### config.mk
export PLATFORM = sky130hd
export DESIGN_NAME = bisp_cmd_interp
export DESIGN_NICKNAME = d
export VERILOG_FILES = /design/src/bisp_pkg.sv /design/src/bisp_frm_if.sv /design/src/bisp_frame_rx.sv /design/src/bisp_cmd_interp.sv
export VERILOG_INCLUDE_DIRS = /design/src /design/src/src
export SDC_FILE = /design/constraint.sdc
export NUM_CORES = 1
export LEC_CHECK = 0
export BUFFER_PORTS_ARGS = -buffer_cell sky130_fd_sc_hd__buf_2
export CORE_MARGIN = 2
export CORE_UTILIZATION = 30
export CTS_BUF_LIST = sky130_fd_sc_hd__clkbuf_4 sky130_fd_sc_hd__clkbuf_8
export DETAILED_ROUTE_END_ITERATION = 8
export GPL_TIMING_DRIVEN = 1
export HOLD_SLACK_MARGIN = 0.08
export PLACE_DENSITY_LB_ADDON = 0.15
export REMOVE_ABC_BUFFERS = 1
export SYNTH_ARGS = -nofsm -noshare
export SYNTH_HDL_FRONTEND = slang
export SYNTH_HIERARCHICAL = 1
export SYNTH_SLANG_ARGS = --single-unit
### constraint.sdc
create_clock -name ref_clk -period 9.2 [get_ports ref_clk]
set_input_delay 1.84 -clock ref_clk [delete_from_list [all_inputs] [get_ports ref_clk]]
set_output_delay 1.84 -clock ref_clk [all_outputs]
set_load 0.02 [all_outputs]
### src/bisp_map.svh
`ifndef BISP_MAP_SVH
`define BISP_MAP_SVH

// Command codes received from the host programmer.
`define BISP_CMD_CLK_SEL    8'h11
`define BISP_CMD_RATIO_INQ  8'h22
`define BISP_CMD_FREQ_INQ   8'h23
`define BISP_CMD_BOOT_INQ   8'h24
`define BISP_CMD_USER_INQ   8'h25
`define BISP_CMD_ERASE_INQ  8'h26
`define BISP_CMD_UNIT_INQ   8'h27
`define BISP_CMD_RATE_SEL   8'h3f

// Response, acknowledge and error bytes sent back.
`define BISP_RSP_RATIO      8'h32
`define BISP_RSP_FREQ       8'h33
`define BISP_RSP_BOOT       8'h34
`define BISP_RSP_USER       8'h35
`define BISP_RSP_ERASE      8'h36
`define BISP_RSP_UNIT       8'h37
`define BISP_ACK            8'h06
`define BISP_ERR_CLK        8'h91
`define BISP_ERR_RATE       8'hbf
`define BISP_ERR_CMD        8'h80
`define BISP_EC_SUM         8'h11
`define BISP_EC_MODE        8'h22
`define BISP_EC_RATE        8'h24
`define BISP_EC_FREQ        8'h25
`define BISP_EC_RATIO       8'h26

// Frame geometry.
`define BISP_CLK_SEL_SIZE   8'h01
`define BISP_RATE_SEL_SIZE  8'h07
`define BISP_RATIO_CNT      8'h02
`define BISP_RX_DATA_MAX    8
`define BISP_TX_DEPTH       20
`define BISP_DVEC_BYTES     17

// Supported clock modes.
`define BISP_CLK_MODE_A     8'h00
`define BISP_CLK_MODE_B     8'h01

// Multiplication ratio table: main clock then peripheral clock.
`define BISP_CLK_TYPES      8'h02
`define BISP_MAIN_RATIO_A   8'h04
`define BISP_MAIN_RATIO_B   8'h02
`define BISP_PER_RATIO_A    8'h02
`define BISP_PER_RATIO_B    8'hfe

// Frequency limits in units of 10 kHz.
`define BISP_MAIN_FMIN      16'h07d0
`define BISP_MAIN_FMAX      16'h0fa0
`define BISP_PER_FMIN       16'h03e8
`define BISP_PER_FMAX       16'h07d0
`define BISP_IN_FMIN        16'h03e8
`define BISP_IN_FMAX        16'h07d0

// Bit rate limits in units of 100 bit/s.
`define BISP_RATE_MIN       16'h0018
`define BISP_RATE_MAX       16'h0480

// Memory layout reported to the host.
`define BISP_BOOT_REGIONS   8'h01
`define BISP_BOOT_START     32'h0000_0000
`define BISP_BOOT_LAST      32'h0000_3fff
`define BISP_USER_REGIONS   8'h01
`define BISP_USER_START     32'h0000_0000
`define BISP_USER_LAST      32'h0003_ffff
`define BISP_ERASE_BLOCKS   8'h02
`define BISP_ERASE0_START   32'h0000_0000
`define BISP_ERASE0_LAST    32'h0001_ffff
`define BISP_ERASE1_START   32'h0002_0000
`define BISP_ERASE1_LAST    32'h0003_ffff
`define BISP_PROG_UNIT      16'h0080

`endif

### src/bisp_pkg.sv
package bisp_pkg;

  typedef logic [7:0] bisp_byte_t;

  // Frame receiver states.
  typedef enum logic [3:0] {
    BISP_RX_CMD  = 4'b0001,
    BISP_RX_SIZE = 4'b0010,
    BISP_RX_DATA = 4'b0100,
    BISP_RX_SUM  = 4'b1000
  } bisp_rx_state_t;

  // Selection progress of the protocol.
  typedef enum logic [3:0] {
    BISP_PH_DEV  = 4'b0001,
    BISP_PH_CLK  = 4'b0010,
    BISP_PH_RATE = 4'b0100,
    BISP_PH_SET  = 4'b1000
  } bisp_phase_t;

endpackage

### src/bisp_frm_if.sv
`timescale 1ns/100ps
`default_nettype none

// Carries one received frame from the receiver to the interpreter.
interface bisp_frm_if;
  import bisp_pkg::*;
  logic             frame_done;
  bisp_byte_t       cmd;
  bisp_byte_t       size;
  bisp_byte_t [7:0] data;
  logic             sum_ok;
  logic             busy;

  modport rx  (output frame_done, cmd, size, data, sum_ok, input busy);
  modport dec (input frame_done, cmd, size, data, sum_ok, output busy);
endinterface

`default_nettype wire

### src/bisp_frame_rx.sv
`timescale 1ns/100ps
`default_nettype none
`include "bisp_map.svh"

module bisp_frame_rx
  import bisp_pkg::*;
(
  input  wire logic       ref_clk,
  input  wire logic       rst_n,
  input  wire bisp_byte_t rx_data,
  input  wire logic       rx_valid,
  output logic            rx_ready,
  bisp_frm_if.rx          frm
);

  bisp_rx_state_t state_reg;
  bisp_byte_t     cnt_reg;
  bisp_byte_t     sum_reg;
  logic           take;
  logic           has_body;

  // Bytes are refused while a reply is pending or being sent.
  assign rx_ready = !frm.busy;
  assign take     = rx_valid && rx_ready;
  assign has_body = (rx_data == `BISP_CMD_CLK_SEL) || (rx_data == `BISP_CMD_RATE_SEL);

  // Walks command, size, data and checksum, ending on the size count.
  always_ff @(posedge ref_clk or negedge rst_n) begin
    if (!rst_n) begin
      state_reg <= BISP_RX_CMD;
      cnt_reg   <= 8'h00;
    end else if (take) begin
      unique case (state_reg)
        BISP_RX_CMD: begin
          if (has_body) begin
            state_reg <= BISP_RX_SIZE;
          end
        end
        BISP_RX_SIZE: begin
          cnt_reg   <= rx_data; // [RULE20]
          state_reg <= (rx_data == 8'h00) ? BISP_RX_SUM : BISP_RX_DATA; // [RULE24]
        end
        BISP_RX_DATA: begin
          cnt_reg <= cnt_reg - 8'h01;
          if (cnt_reg == 8'h01) begin
            state_reg <= BISP_RX_SUM;
          end
        end
        BISP_RX_SUM: begin
          state_reg <= BISP_RX_CMD;
        end
      endcase
    end
  end

  // Running sum and captured fields; data beyond the store is summed only.
  always_ff @(posedge ref_clk or negedge rst_n) begin
    if (!rst_n) begin
      sum_reg  <= 8'h00;
      frm.cmd  <= 8'h00;
      frm.size <= 8'h00;
      frm.data <= '0;
    end else if (take) begin
      sum_reg <= sum_reg + rx_data; // [RULE19]
      unique case (state_reg)
        BISP_RX_CMD: begin
          frm.cmd  <= rx_data;
          frm.size <= 8'h00;
          sum_reg  <= rx_data;
        end
        BISP_RX_SIZE: begin
          frm.size <= rx_data;
        end
        BISP_RX_DATA: begin
          if ((frm.size - cnt_reg) < 8'(`BISP_RX_DATA_MAX)) begin
            frm.data[3'(frm.size - cnt_reg)] <= rx_data;
          end
        end
        BISP_RX_SUM: begin
        end
      endcase
    end
  end

  // One-cycle completion pulse with the checksum verdict.
  always_ff @(posedge ref_clk or negedge rst_n) begin
    if (!rst_n) begin
      frm.frame_done <= 1'b0;
      frm.sum_ok     <= 1'b0;
    end else begin
      frm.frame_done <= 1'b0;
      if (take && state_reg == BISP_RX_CMD && !has_body) begin
        frm.frame_done <= 1'b1;
        frm.sum_ok     <= 1'b1;
      end else if (take && state_reg == BISP_RX_SUM) begin
        frm.frame_done <= 1'b1;
        frm.sum_ok     <= ((sum_reg + rx_data) == 8'h00); // [RULE19] [RULE24]
      end
    end
  end

endmodule

`default_nettype wire

### src/bisp_cmd_interp.sv
`timescale 1ns/100ps
`default_nettype none
`include "bisp_map.svh"

// Summary of operation
// [RULE1] Clock mode selection frame is 11h, size, one mode byte, checksum.
// [RULE2] A stored supported clock mode is acknowledged with 06h.
// [RULE3] Failed mode selection answers 91h then 11h checksum or 22h mode code.
// [RULE4] Host selects the clock mode only after device selection completes.
// [RULE5] Host selects mode by its reported value, even 00h or 01h.
// [RULE6] Inquiry 22h answers 32h, size, types, per type count and ratios, sum.
// [RULE7] Ratio byte is positive multiplier or negated divisor in two's complement.
// [RULE8] Inquiry 23h answers 33h, size, count, min and max per type, sum.
// [RULE9] Frequencies are megahertz times one hundred in two bytes.
// [RULE10] Inquiry 24h answers 34h, size, region count, start/last pairs, sum.
// [RULE11] A contiguous boot area is reported as one region.
// [RULE12] Inquiry 25h answers 35h, size, region count, start/last pairs, sum.
// [RULE13] Inquiry 26h answers 36h, size, block count, start/last pairs, sum.
// [RULE14] Inquiry 27h answers 37h, size two, two-byte programming unit, sum.
// [RULE15] Bit rate frame is 3Fh, size, rate, input frequency, ratios, sum.
// [RULE16] Bit rate field is bits per second divided by one hundred.
// [RULE17] First ratio is main clock, second is peripheral clock.
// [RULE18] Host sends bit rate selection only after clock mode selection.
// [RULE19] All frame bytes through the checksum sum to zero modulo 256.
// [RULE20] Size counts only data bytes.
// [RULE21] Rejected rate answers BFh and a code; accepted rate answers 06h.
// [RULE22] Unknown or out-of-order commands answer 80h and echo the command.
// [RULE23] Multi-byte fields go most significant byte first.
// [RULE24] The whole frame is received and checked before any action or reply.

module bisp_cmd_interp
  import bisp_pkg::*;
(
  input  wire logic       ref_clk,
  input  wire logic       rst_n,
  input  wire logic       dev_sel_done,
  input  wire bisp_byte_t rx_data,
  input  wire logic       rx_valid,
  output logic            rx_ready,
  output bisp_byte_t      tx_data,
  output logic            tx_valid,
  input  wire logic       tx_ready,
  output bisp_byte_t      clk_mode,
  output logic            clk_mode_valid,
  output logic [15:0]     bit_rate,
  output logic [15:0]     in_freq,
  output bisp_byte_t      ratio_main,
  output bisp_byte_t      ratio_per,
  output logic            rate_valid,
  output logic            rate_update
);

  bisp_frm_if frm ();

  bisp_frame_rx u_rx (
    .ref_clk  (ref_clk),
    .rst_n    (rst_n),
    .rx_data  (rx_data),
    .rx_valid (rx_valid),
    .rx_ready (rx_ready),
    .frm      (frm)
  );

  bisp_phase_t  phase_reg;
  bisp_byte_t   tx_buf_reg [`BISP_TX_DEPTH];
  logic [4:0]   tx_cnt_reg;
  bisp_byte_t   clk_mode_reg;
  logic         clk_mode_valid_reg;
  logic [15:0]  bit_rate_reg;
  logic [15:0]  in_freq_reg;
  bisp_byte_t   ratio_main_reg;
  bisp_byte_t   ratio_per_reg;
  logic         rate_valid_reg;
  logic         rate_update_reg;

  logic         ld_short;
  logic         ld_frame;
  bisp_byte_t   short0;
  bisp_byte_t   short1;
  logic [4:0]   short_len;
  bisp_byte_t   fr_code;
  logic [135:0] dvec;
  logic [4:0]   dlen;
  logic         act_clk;
  logic         act_rate;
  logic         inq_ok;
  logic         mode_ok;
  logic         ratio_ok;
  logic [15:0]  rx_rate;
  logic [15:0]  rx_freq;
  bisp_byte_t   load_buf [`BISP_TX_DEPTH];
  logic [4:0]   load_len;
  bisp_byte_t   csum;

  // Hold the receiver while a reply waits or is being sent.
  assign frm.busy = (tx_cnt_reg != 5'd0) || frm.frame_done;

  // Decoded fields of the bit rate frame, high byte first.
  assign rx_rate = {frm.data[0], frm.data[1]}; // [RULE16] [RULE23]
  assign rx_freq = {frm.data[2], frm.data[3]}; // [RULE9] [RULE23]

  // Inquiries need device and clock mode selection done first.
  assign inq_ok  = (phase_reg == BISP_PH_RATE) || (phase_reg == BISP_PH_SET);

  // A requested mode must be one of the reported values, 00h included.
  assign mode_ok = (frm.size == `BISP_CLK_SEL_SIZE)
                && ((frm.data[0] == `BISP_CLK_MODE_A)
                 || (frm.data[0] == `BISP_CLK_MODE_B)); // [RULE1] [RULE5]

  // Main and peripheral ratios are matched against their own tables.
  assign ratio_ok = (frm.size == `BISP_RATE_SEL_SIZE)
                 && (frm.data[4] == `BISP_RATIO_CNT)
                 && ((frm.data[5] == `BISP_MAIN_RATIO_A)
                  || (frm.data[5] == `BISP_MAIN_RATIO_B))
                 && ((frm.data[6] == `BISP_PER_RATIO_A)
                  || (frm.data[6] == `BISP_PER_RATIO_B)); // [RULE15] [RULE17] [RULE7]

  // Chooses the reply and the side effects of a completed frame.
  always_comb begin
    ld_short  = 1'b0;
    ld_frame  = 1'b0;
    short0    = `BISP_ERR_CMD;
    short1    = frm.cmd;
    short_len = 5'd2;
    fr_code   = 8'h00;
    dvec      = '0;
    dlen      = 5'd0;
    act_clk   = 1'b0;
    act_rate  = 1'b0;
    if (frm.frame_done) begin // [RULE24]
      case (frm.cmd)
        `BISP_CMD_CLK_SEL: begin
          ld_short = 1'b1;
          if (phase_reg == BISP_PH_DEV) begin
            short0 = `BISP_ERR_CMD; // [RULE22] [RULE4]
          end else if (!frm.sum_ok) begin
            short0 = `BISP_ERR_CLK; // [RULE3]
            short1 = `BISP_EC_SUM;
          end else if (!mode_ok) begin
            short0 = `BISP_ERR_CLK; // [RULE3]
            short1 = `BISP_EC_MODE;
          end else begin
            short0    = `BISP_ACK; // [RULE2]
            short_len = 5'd1;
            act_clk   = 1'b1;
          end
        end
        `BISP_CMD_RATE_SEL: begin
          ld_short = 1'b1;
          short0   = `BISP_ERR_RATE;
          if (!inq_ok) begin
            short0 = `BISP_ERR_CMD; // [RULE22] [RULE18]
          end else if (!frm.sum_ok) begin
            short1 = `BISP_EC_SUM; // [RULE21]
          end else if (rx_rate < `BISP_RATE_MIN || rx_rate > `BISP_RATE_MAX) begin
            short1 = `BISP_EC_RATE; // [RULE21]
          end else if (rx_freq < `BISP_IN_FMIN || rx_freq > `BISP_IN_FMAX) begin
            short1 = `BISP_EC_FREQ; // [RULE21]
          end else if (!ratio_ok) begin
            short1 = `BISP_EC_RATIO; // [RULE21]
          end else begin
            short0    = `BISP_ACK; // [RULE21]
            short_len = 5'd1;
            act_rate  = 1'b1;
          end
        end
        `BISP_CMD_RATIO_INQ: begin
          fr_code = `BISP_RSP_RATIO; // [RULE6]
          dlen    = 5'd7;
          dvec    = {`BISP_CLK_TYPES,
                     `BISP_RATIO_CNT, `BISP_MAIN_RATIO_A, `BISP_MAIN_RATIO_B,
                     `BISP_RATIO_CNT, `BISP_PER_RATIO_A, `BISP_PER_RATIO_B,
                     80'h0}; // [RULE7]
        end
        `BISP_CMD_FREQ_INQ: begin
          fr_code = `BISP_RSP_FREQ; // [RULE8]
          dlen    = 5'd9;
          dvec    = {`BISP_CLK_TYPES, `BISP_MAIN_FMIN, `BISP_MAIN_FMAX,
                     `BISP_PER_FMIN, `BISP_PER_FMAX, 64'h0}; // [RULE9] [RULE23]
        end
        `BISP_CMD_BOOT_INQ: begin
          fr_code = `BISP_RSP_BOOT; // [RULE10]
          dlen    = 5'd9;
          dvec    = {`BISP_BOOT_REGIONS, `BISP_BOOT_START, `BISP_BOOT_LAST,
                     64'h0}; // [RULE11] [RULE23]
        end
        `BISP_CMD_USER_INQ: begin
          fr_code = `BISP_RSP_USER; // [RULE12]
          dlen    = 5'd9;
          dvec    = {`BISP_USER_REGIONS, `BISP_USER_START, `BISP_USER_LAST,
                     64'h0}; // [RULE23]
        end
        `BISP_CMD_ERASE_INQ: begin
          fr_code = `BISP_RSP_ERASE; // [RULE13]
          dlen    = 5'd17;
          dvec    = {`BISP_ERASE_BLOCKS, `BISP_ERASE0_START, `BISP_ERASE0_LAST,
                     `BISP_ERASE1_START, `BISP_ERASE1_LAST}; // [RULE23]
        end
        `BISP_CMD_UNIT_INQ: begin
          fr_code = `BISP_RSP_UNIT; // [RULE14]
          dlen    = 5'd2;
          dvec    = {`BISP_PROG_UNIT, 120'h0}; // [RULE23]
        end
        default: begin
          ld_short = 1'b1; // [RULE22]
        end
      endcase
      if (fr_code != 8'h00) begin
        if (inq_ok) begin
          ld_frame = 1'b1;
        end else begin
          ld_short = 1'b1; // [RULE22]
        end
      end
    end
  end

  // Lays a reply out byte by byte and closes a frame with its checksum.
  always_comb begin
    csum = fr_code + {3'h0, dlen};
    for (int i = 0; i < `BISP_DVEC_BYTES; i++) begin
      csum = csum + dvec[135 - 8 * i -: 8];
    end
    csum = 8'h00 - csum; // [RULE19]
    for (int j = 0; j < `BISP_TX_DEPTH; j++) begin
      load_buf[j] = 8'h00;
    end
    if (ld_frame) begin
      load_buf[0] = fr_code;
      load_buf[1] = {3'h0, dlen}; // [RULE20]
      for (int k = 0; k < `BISP_DVEC_BYTES; k++) begin
        load_buf[k + 2] = dvec[135 - 8 * k -: 8];
      end
      for (int m = 0; m < `BISP_TX_DEPTH; m++) begin
        if (5'(m) == dlen + 5'd2) begin
          load_buf[m] = csum;
        end
      end
      load_len = dlen + 5'd3;
    end else begin
      load_buf[0] = short0;
      load_buf[1] = short1;
      load_len    = short_len;
    end
  end

  // Reply shifter; the head byte is the transmit data.
  always_ff @(posedge ref_clk or negedge rst_n) begin
    if (!rst_n) begin
      tx_cnt_reg <= 5'd0;
      for (int n = 0; n < `BISP_TX_DEPTH; n++) begin
        tx_buf_reg[n] <= 8'h00;
      end
    end else if (ld_short || ld_frame) begin
      tx_cnt_reg <= load_len;
      tx_buf_reg <= load_buf;
    end else if (tx_valid && tx_ready) begin
      tx_cnt_reg <= tx_cnt_reg - 5'd1;
      for (int n = 0; n < `BISP_TX_DEPTH - 1; n++) begin
        tx_buf_reg[n] <= tx_buf_reg[n + 1];
      end
      tx_buf_reg[`BISP_TX_DEPTH - 1] <= 8'h00;
    end
  end

  assign tx_valid = (tx_cnt_reg != 5'd0);
  assign tx_data  = tx_buf_reg[0];

  // Selection progress; repeated selections keep the latest value.
  always_ff @(posedge ref_clk or negedge rst_n) begin
    if (!rst_n) begin
      phase_reg <= BISP_PH_DEV;
    end else begin
      unique case (phase_reg)
        BISP_PH_DEV: begin
          if (dev_sel_done) begin
            phase_reg <= BISP_PH_CLK; // [RULE4]
          end
        end
        BISP_PH_CLK: begin
          if (act_clk) begin
            phase_reg <= BISP_PH_RATE; // [RULE18]
          end
        end
        BISP_PH_RATE: begin
          if (act_rate) begin
            phase_reg <= BISP_PH_SET;
          end
        end
        BISP_PH_SET: begin
        end
      endcase
    end
  end

  // Stored clock mode.
  always_ff @(posedge ref_clk or negedge rst_n) begin
    if (!rst_n) begin
      clk_mode_reg       <= 8'h00;
      clk_mode_valid_reg <= 1'b0;
    end else if (act_clk) begin
      clk_mode_reg       <= frm.data[0]; // [RULE2]
      clk_mode_valid_reg <= 1'b1;
    end
  end

  // Stored bit rate settings with a one-cycle update pulse.
  always_ff @(posedge ref_clk or negedge rst_n) begin
    if (!rst_n) begin
      bit_rate_reg    <= 16'h0000;
      in_freq_reg     <= 16'h0000;
      ratio_main_reg  <= 8'h00;
      ratio_per_reg   <= 8'h00;
      rate_valid_reg  <= 1'b0;
      rate_update_reg <= 1'b0;
    end else begin
      rate_update_reg <= act_rate;
      if (act_rate) begin
        bit_rate_reg   <= rx_rate; // [RULE16]
        in_freq_reg    <= rx_freq;
        ratio_main_reg <= frm.data[5]; // [RULE17]
        ratio_per_reg  <= frm.data[6]; // [RULE17]
        rate_valid_reg <= 1'b1;
      end
    end
  end

  assign clk_mode       = clk_mode_reg;
  assign clk_mode_valid = clk_mode_valid_reg;
  assign bit_rate       = bit_rate_reg;
  assign in_freq        = in_freq_reg;
  assign ratio_main     = ratio_main_reg;
  assign ratio_per      = ratio_per_reg;
  assign rate_valid     = rate_valid_reg;
  assign rate_update    = rate_update_reg;

endmodule

`default_nettype wire

; Word level (Yosys, flattened, before mapping)
; Index checks and enable logic that the tools add are counted.
[op_classes]
n_lt_le_gt_ge = 7
n_mux = 101
add_sub_neg = 25
n_eq_ne = 51
n_reduce_logical = 40
[ops]
columns = cell, n
row1 = 130-bit case mux with 6 select lines, 1
row2 = 8-bit 2-to-1 mux, 42
row3 = 160-bit 2-to-1 mux, 2
row4 = 8-bit adder, 18
row5 = 144-bit 2-to-1 mux, 1
row6 = 130-bit 2-to-1 mux, 1
row7 = 64-bit bitwise mux, 1
row8 = 8-bit by 6-bit equality test with 1-bit output (second input constant), 8
row9 = 8-bit case mux with 2 select lines, 4
row10 = 4-bit by 5-bit equality test with 1-bit output (first input constant), 8
row11 = 6-bit case mux with 6 select lines, 1
row12 = 16-bit by 11-bit > comparator with 1-bit output (second input constant), 2
row13 = 8-bit demux with 3-bit select, 1
row14 = 8-bit by 1-bit equality test with 1-bit output (second input constant), 3
row15 = 8-bit by 2-bit equality test with 1-bit output (second input constant), 3
row16 = 8-bit logical NOT, 3
row17 = 4-bit 2-to-1 mux, 6
row18 = 1-bit 2-to-1 mux, 23
row19 = 3-bit by 5-bit equality test with 1-bit output (first input constant), 4
row20 = 5-bit equality test (first input constant), 4
row21 = 5-bit 2-to-1 mux, 4
row22 = 5-bit case mux with 4 select lines, 1
row23 = 2-bit 2-to-1 mux, 9
row24 = 8-bit by 3-bit equality test with 1-bit output (second input constant), 2
row25 = 38 further kinds, 72
[word_totals]
out_inout_bits = 69
inputBits = 13
elab_cells = 269
regBits = 330

; Longest topological paths before layout
[depth]
ltp_word = 26
ltp_mapped = 29
ltp_nobuf = 26

; Cells and area by module
; The synthesis kept the hierarchy.
[modules_own_cells]
columns = mod, area_each_um2, seq_area_each_um2, cells_per_inst, instances
row1 = bisp_cmd_interp, 13160.1, 5706.7, 1358, 1
row2 = bisp_frame_rx, 5158.7, 2553.7, 448, 1

; Least setup slack after synthesis
; OpenSTA, ideal clock, no wires.
[synth_path]
path_kind = flip-flop to flip-flop
start = register u_rx.frm.cmd[2]
end = register tx_buf_reg[118] in the netlist's numbering
path_slack_ns = 2.447
synth_period_minus_slack_ns = 6.753
n_path_buf = 3
setup_time_ns = 0.065
t_arrival_ns = 6.688
required_time_ns = 9.135
path_stages_with_launch = 22
cell_sequence = dfrtp_1 clkbuf_1 clkbuf_1 nor3_1 ha_1 inv_1 fa_1 fa_1 fa_1 fa_1 fa_1 inv_1 fa_1 inv_1 ha_1 inv_1 or4_1 o2111ai_1 nand2_1 clkbuf_1 o22ai_1 o21a_1
[synth_between]
elab_chain_cells = 26
elab_cells_between_ends = 48
classes_between = 20 x add/sub / 7 x eq/ne / 16 x mux / 5 x reduce/logical
[synth_lines]
columns = item, line
row1 = start: declaration, bisp_frm_if.sv:14  ; modport rx (output frame_done, cmd, size, data, sum_ok, input busy);
row2 = start signal: assignment, bisp_frame_rx.sv:67  ; frm.cmd <= rx_data;
row3 = 8-bit by 6-bit equality test with 1-bit output, bisp_cmd_interp.sv:131  ; case (frm.cmd)
row4 = 3-bit OR reduction (no line) or 6-bit case mux with 6 select lines (tied branches), -
row5 = 5-bit case mux with 4 select lines or 8-bit 2-to-1 mux (tied branches), "bisp_cmd_interp.sv:131, bisp_cmd_interp.sv:130"
row6 = 5-bit 2-to-1 mux or 8-bit 2-to-1 mux (tied branches), bisp_cmd_interp.sv:130  ; if (frm.frame_done) begin
row7 = 8-bit by 5-bit adder with 8-bit output, bisp_cmd_interp.sv:220  ; csum = fr_code + {3'h0, dlen};
row8 = 8-bit adder (17 in series), bisp_cmd_interp.sv:222  ; csum = csum + dvec[135 - 8 * i -: 8];
row9 = 1-bit by 8-bit subtractor with 8-bit output, bisp_cmd_interp.sv:224  ; csum = 8'h00 - csum;
row10 = 8-bit 2-to-1 mux, bisp_cmd_interp.sv:235  ; if (5'(m) == dlen + 5'd2) begin
row11 = 144-bit 2-to-1 mux, bisp_cmd_interp.sv:228  ; if (ld_frame) begin
row12 = 160-bit 2-to-1 mux, bisp_cmd_interp.sv:254  ; end else if (ld_short || ld_frame) begin
row13 = end signal: assignment, bisp_cmd_interp.sv:256  ; tx_buf_reg <= load_buf;
row14 = end signal: indexed assignment, bisp_cmd_interp.sv:260  ; tx_buf_reg[n] <= tx_buf_reg[n + 1];
row15 = end: declaration, bisp_cmd_interp.sv:65  ; bisp_byte_t tx_buf_reg [`BISP_TX_DEPTH];
; Several ways; a longest one is shown, not always the timed one. The select of a mux whose other input is x is not followed.
; A chain may end at the register's enable or synchronous reset.

; Worst setup path after layout
[layout_path]
start = register u_rx.frm.cmd[4]
end = register tx_buf_reg[62] in the netlist's numbering
; The elaborated chain is that of the path after synthesis.

==> reports/results.ini <==
[pwr]
power.density_nw_per_um2 = 192.1
peakVddDrop_uv = 107.3
p_leak_uw = 0.008972

[cells_and_area]
nNetsFinal = 1950
fill_cells = 5966
finalInstanceArea_um2 = 20430
final_common_cell = dfrtp_1
areaGrowthSynthToFinish_pct = 13.48
final_cell_mix = 319 x dfrtp_1, 201 x nor2_1, 111 x nand2_1, 111 x o22ai_1, 92 x inv_1
layout-drive-gt1-share_pct = 18.17
diodes = 0
postLayoutCoreUtil_pct = 34.55
largest_register_ff_count = 152

[drt]
wl_um = 56630
drtPass1Iterations = 5
drt_iter0_markers = 1032
via_per_inst = 5.270
drc = 0
ant_nets = 0
num_vias = 13990
routedWlPerCell_um = 21.33

[sta]
hold_viol = 0
setup_viol = 0
maxSlewViolCount = 0
max-slew-margin-rel_pct = 21.49
timing.final.crit_share_pct = 88.96
whs_ns = 0.4586
tightestPinTransition_ns = 1.167
fin_crit_ns = 8.184
skew_ns = 0.03388
max_freq_mhz = 122.2
rsz0062_at_grt = no

[yosys]
synthesis.area_um2 = 18000
syn_inst = 1788
yosys_warnings = 6
syn_area_per_cell_um2 = 10.07

[worst_setup_path]
worstReg2RegEnd = tx_buf_reg[62]
r2r_slack_ns = 1.02
crit_slowest_cell = nor3_1
worst-setup-path-type = flip-flop to flip-flop
cp-start-kind = flip-flop
ff2ff_path_depth = 21
cp-end-kind = flip-flop
r2r-start = u_rx/frm.cmd[4]
critical-path-top-delay-family = adder cells
cpPeakStageDelay_ns = 0.77
crit_top_cell = fa_1
crit_required_ns = 9.81
cp_max_fo = 14
path_cells = nand4bb_1 > nor3_1 > inv_1 > fa_1 > inv_1 > fa_1 > fa_1 > inv_1 > fa_1 > fa_1 > fa_1 > inv_1 > fa_1 > inv_1 > ha_1 > inv_1 > or4_1 > o2111ai_1 > nand2_1 > o22ai_1 > o21a_1
worstPathArrival_ns = 8.80
cp.buffers_inverters = 6

[clock_network]
clock_latency_ns = 0.69
clk_pin_slew_worst_paths_ns = 0.06
numCtsBuffers = 60
root_buffer = clkbuf_8
ctsResizeCount = 0
cts_max_path_buffers = 3
post-cts-setup-buffer-count = 0
cts_tree = built
ctsHoldBuffers = 0
h-tree-depth = 2
cts.sinks = 322

[grt]
grt_overflow = 0
grt_pass1_vias = 14410
grt_max_degree = 114
grt_pass1_wl_um = 88530
grt_util_all_layers_pct = 18.26
antenna_found_initial = 0

[placed_design]
gp_congestion = 0.8667
numPortBuffers = 81
placed_cell_area_um2 = 19030
dp_hpwl_um = 37280

[worst_hold_path]
worstHoldPathCells = 1
whs_endpoint = rate_valid
hp-class = flip-flop to flip-flop
hp-start = rate_valid

[die]
rows = 89
die_area_um2 = 61990
die_w_um = 249.0
ios = 82
fp.coreArea_um2 = 59130
die_h_um = 249.0
start_util_pct = 30.45

[job]
maxCapViolCount = 0

[run_status]
status = complete, no violations

-- area by class of cell --
cell class / instances / area (µm²) / share of cell area, %
inverter: 93 / 349.1 / 1.709
clock inverter: 18 / 176.4 / 0.8635
sequential: 322 / 8064 / 39.47
tap: 773 / 967.2 / 4.734
clock buffer: 93 / 1224 / 5.990
timing repair buffer: 104 / 588.1 / 2.878
multi-input combinational: 1252 / 9061 / 44.35
-- per-layer routing --
| layer | share of wire (%) | global-route usage (%) |
|---|---|---|
| met3 | 3.8 | 2.571 |
| met5 | 0 | 0 |
| met1 | 45 | 24.21 |
| met2 | 49 | 31.14 |
| met4 | 2.2 | 4.935 |
-- report_power, final --
| group | total (µW) | internal (µW) | switching [µW] |
|---|---|---|---|
| logic | 584 | 267 | 317 |
| registers | 1750 | 1620 | 131 |
| clock network | 1590 | 912 | 679 |
| total | 3920 | 2800 | 1130 |
-- how the worst max path moves through the flow --
stage | from | slack [ns] | cells past startpoint | end
global route | u_rx/frm.cmd[4] | 0.60 | 21 | tx_buf_reg[62]
CTS | u_rx/frm.cmd[4] | 1.03 | 21 | tx_buf_reg[62]
global placement | u_rx/frm.cmd[4] | 1.17 | 21 | tx_buf_reg[62]
floorplan | u_rx/frm.frame_done | -0.19 | 21 | tx_buf_reg[102]
finish | u_rx/frm.cmd[4] | 1.02 | 21 | tx_buf_reg[62]
detailed placement | u_rx/frm.cmd[4] | 1.06 | 21 | tx_buf_reg[62]
-- worst register-to-register path: cells and delay by family, from the launching register on --
kind / cells / cell delay [ns]
flip-flops: 1 / 0.44
AO/OA/AOI/OAI: 3 / 1.01
buffers and inverters: 6 / 0.57
adder cells (fa/ha/maj): 8 / 3.65
AND/OR/NAND/NOR: 4 / 2.45
-- metrics by stage --
step                      power, µW  setup TNS (ns)  std cells  setup slack [ns]
final                          3924               0       2655             1.016
after global placement         2347               0       2544             1.172
after CTS                      3988               0       2655             1.033
after floorplan                2174          -3.721       1667           -0.1919
after global routing           4150               0       2655            0.6040
after detailed placement       2358               0       2544             1.058
Power figures use the tool's default switching activity.
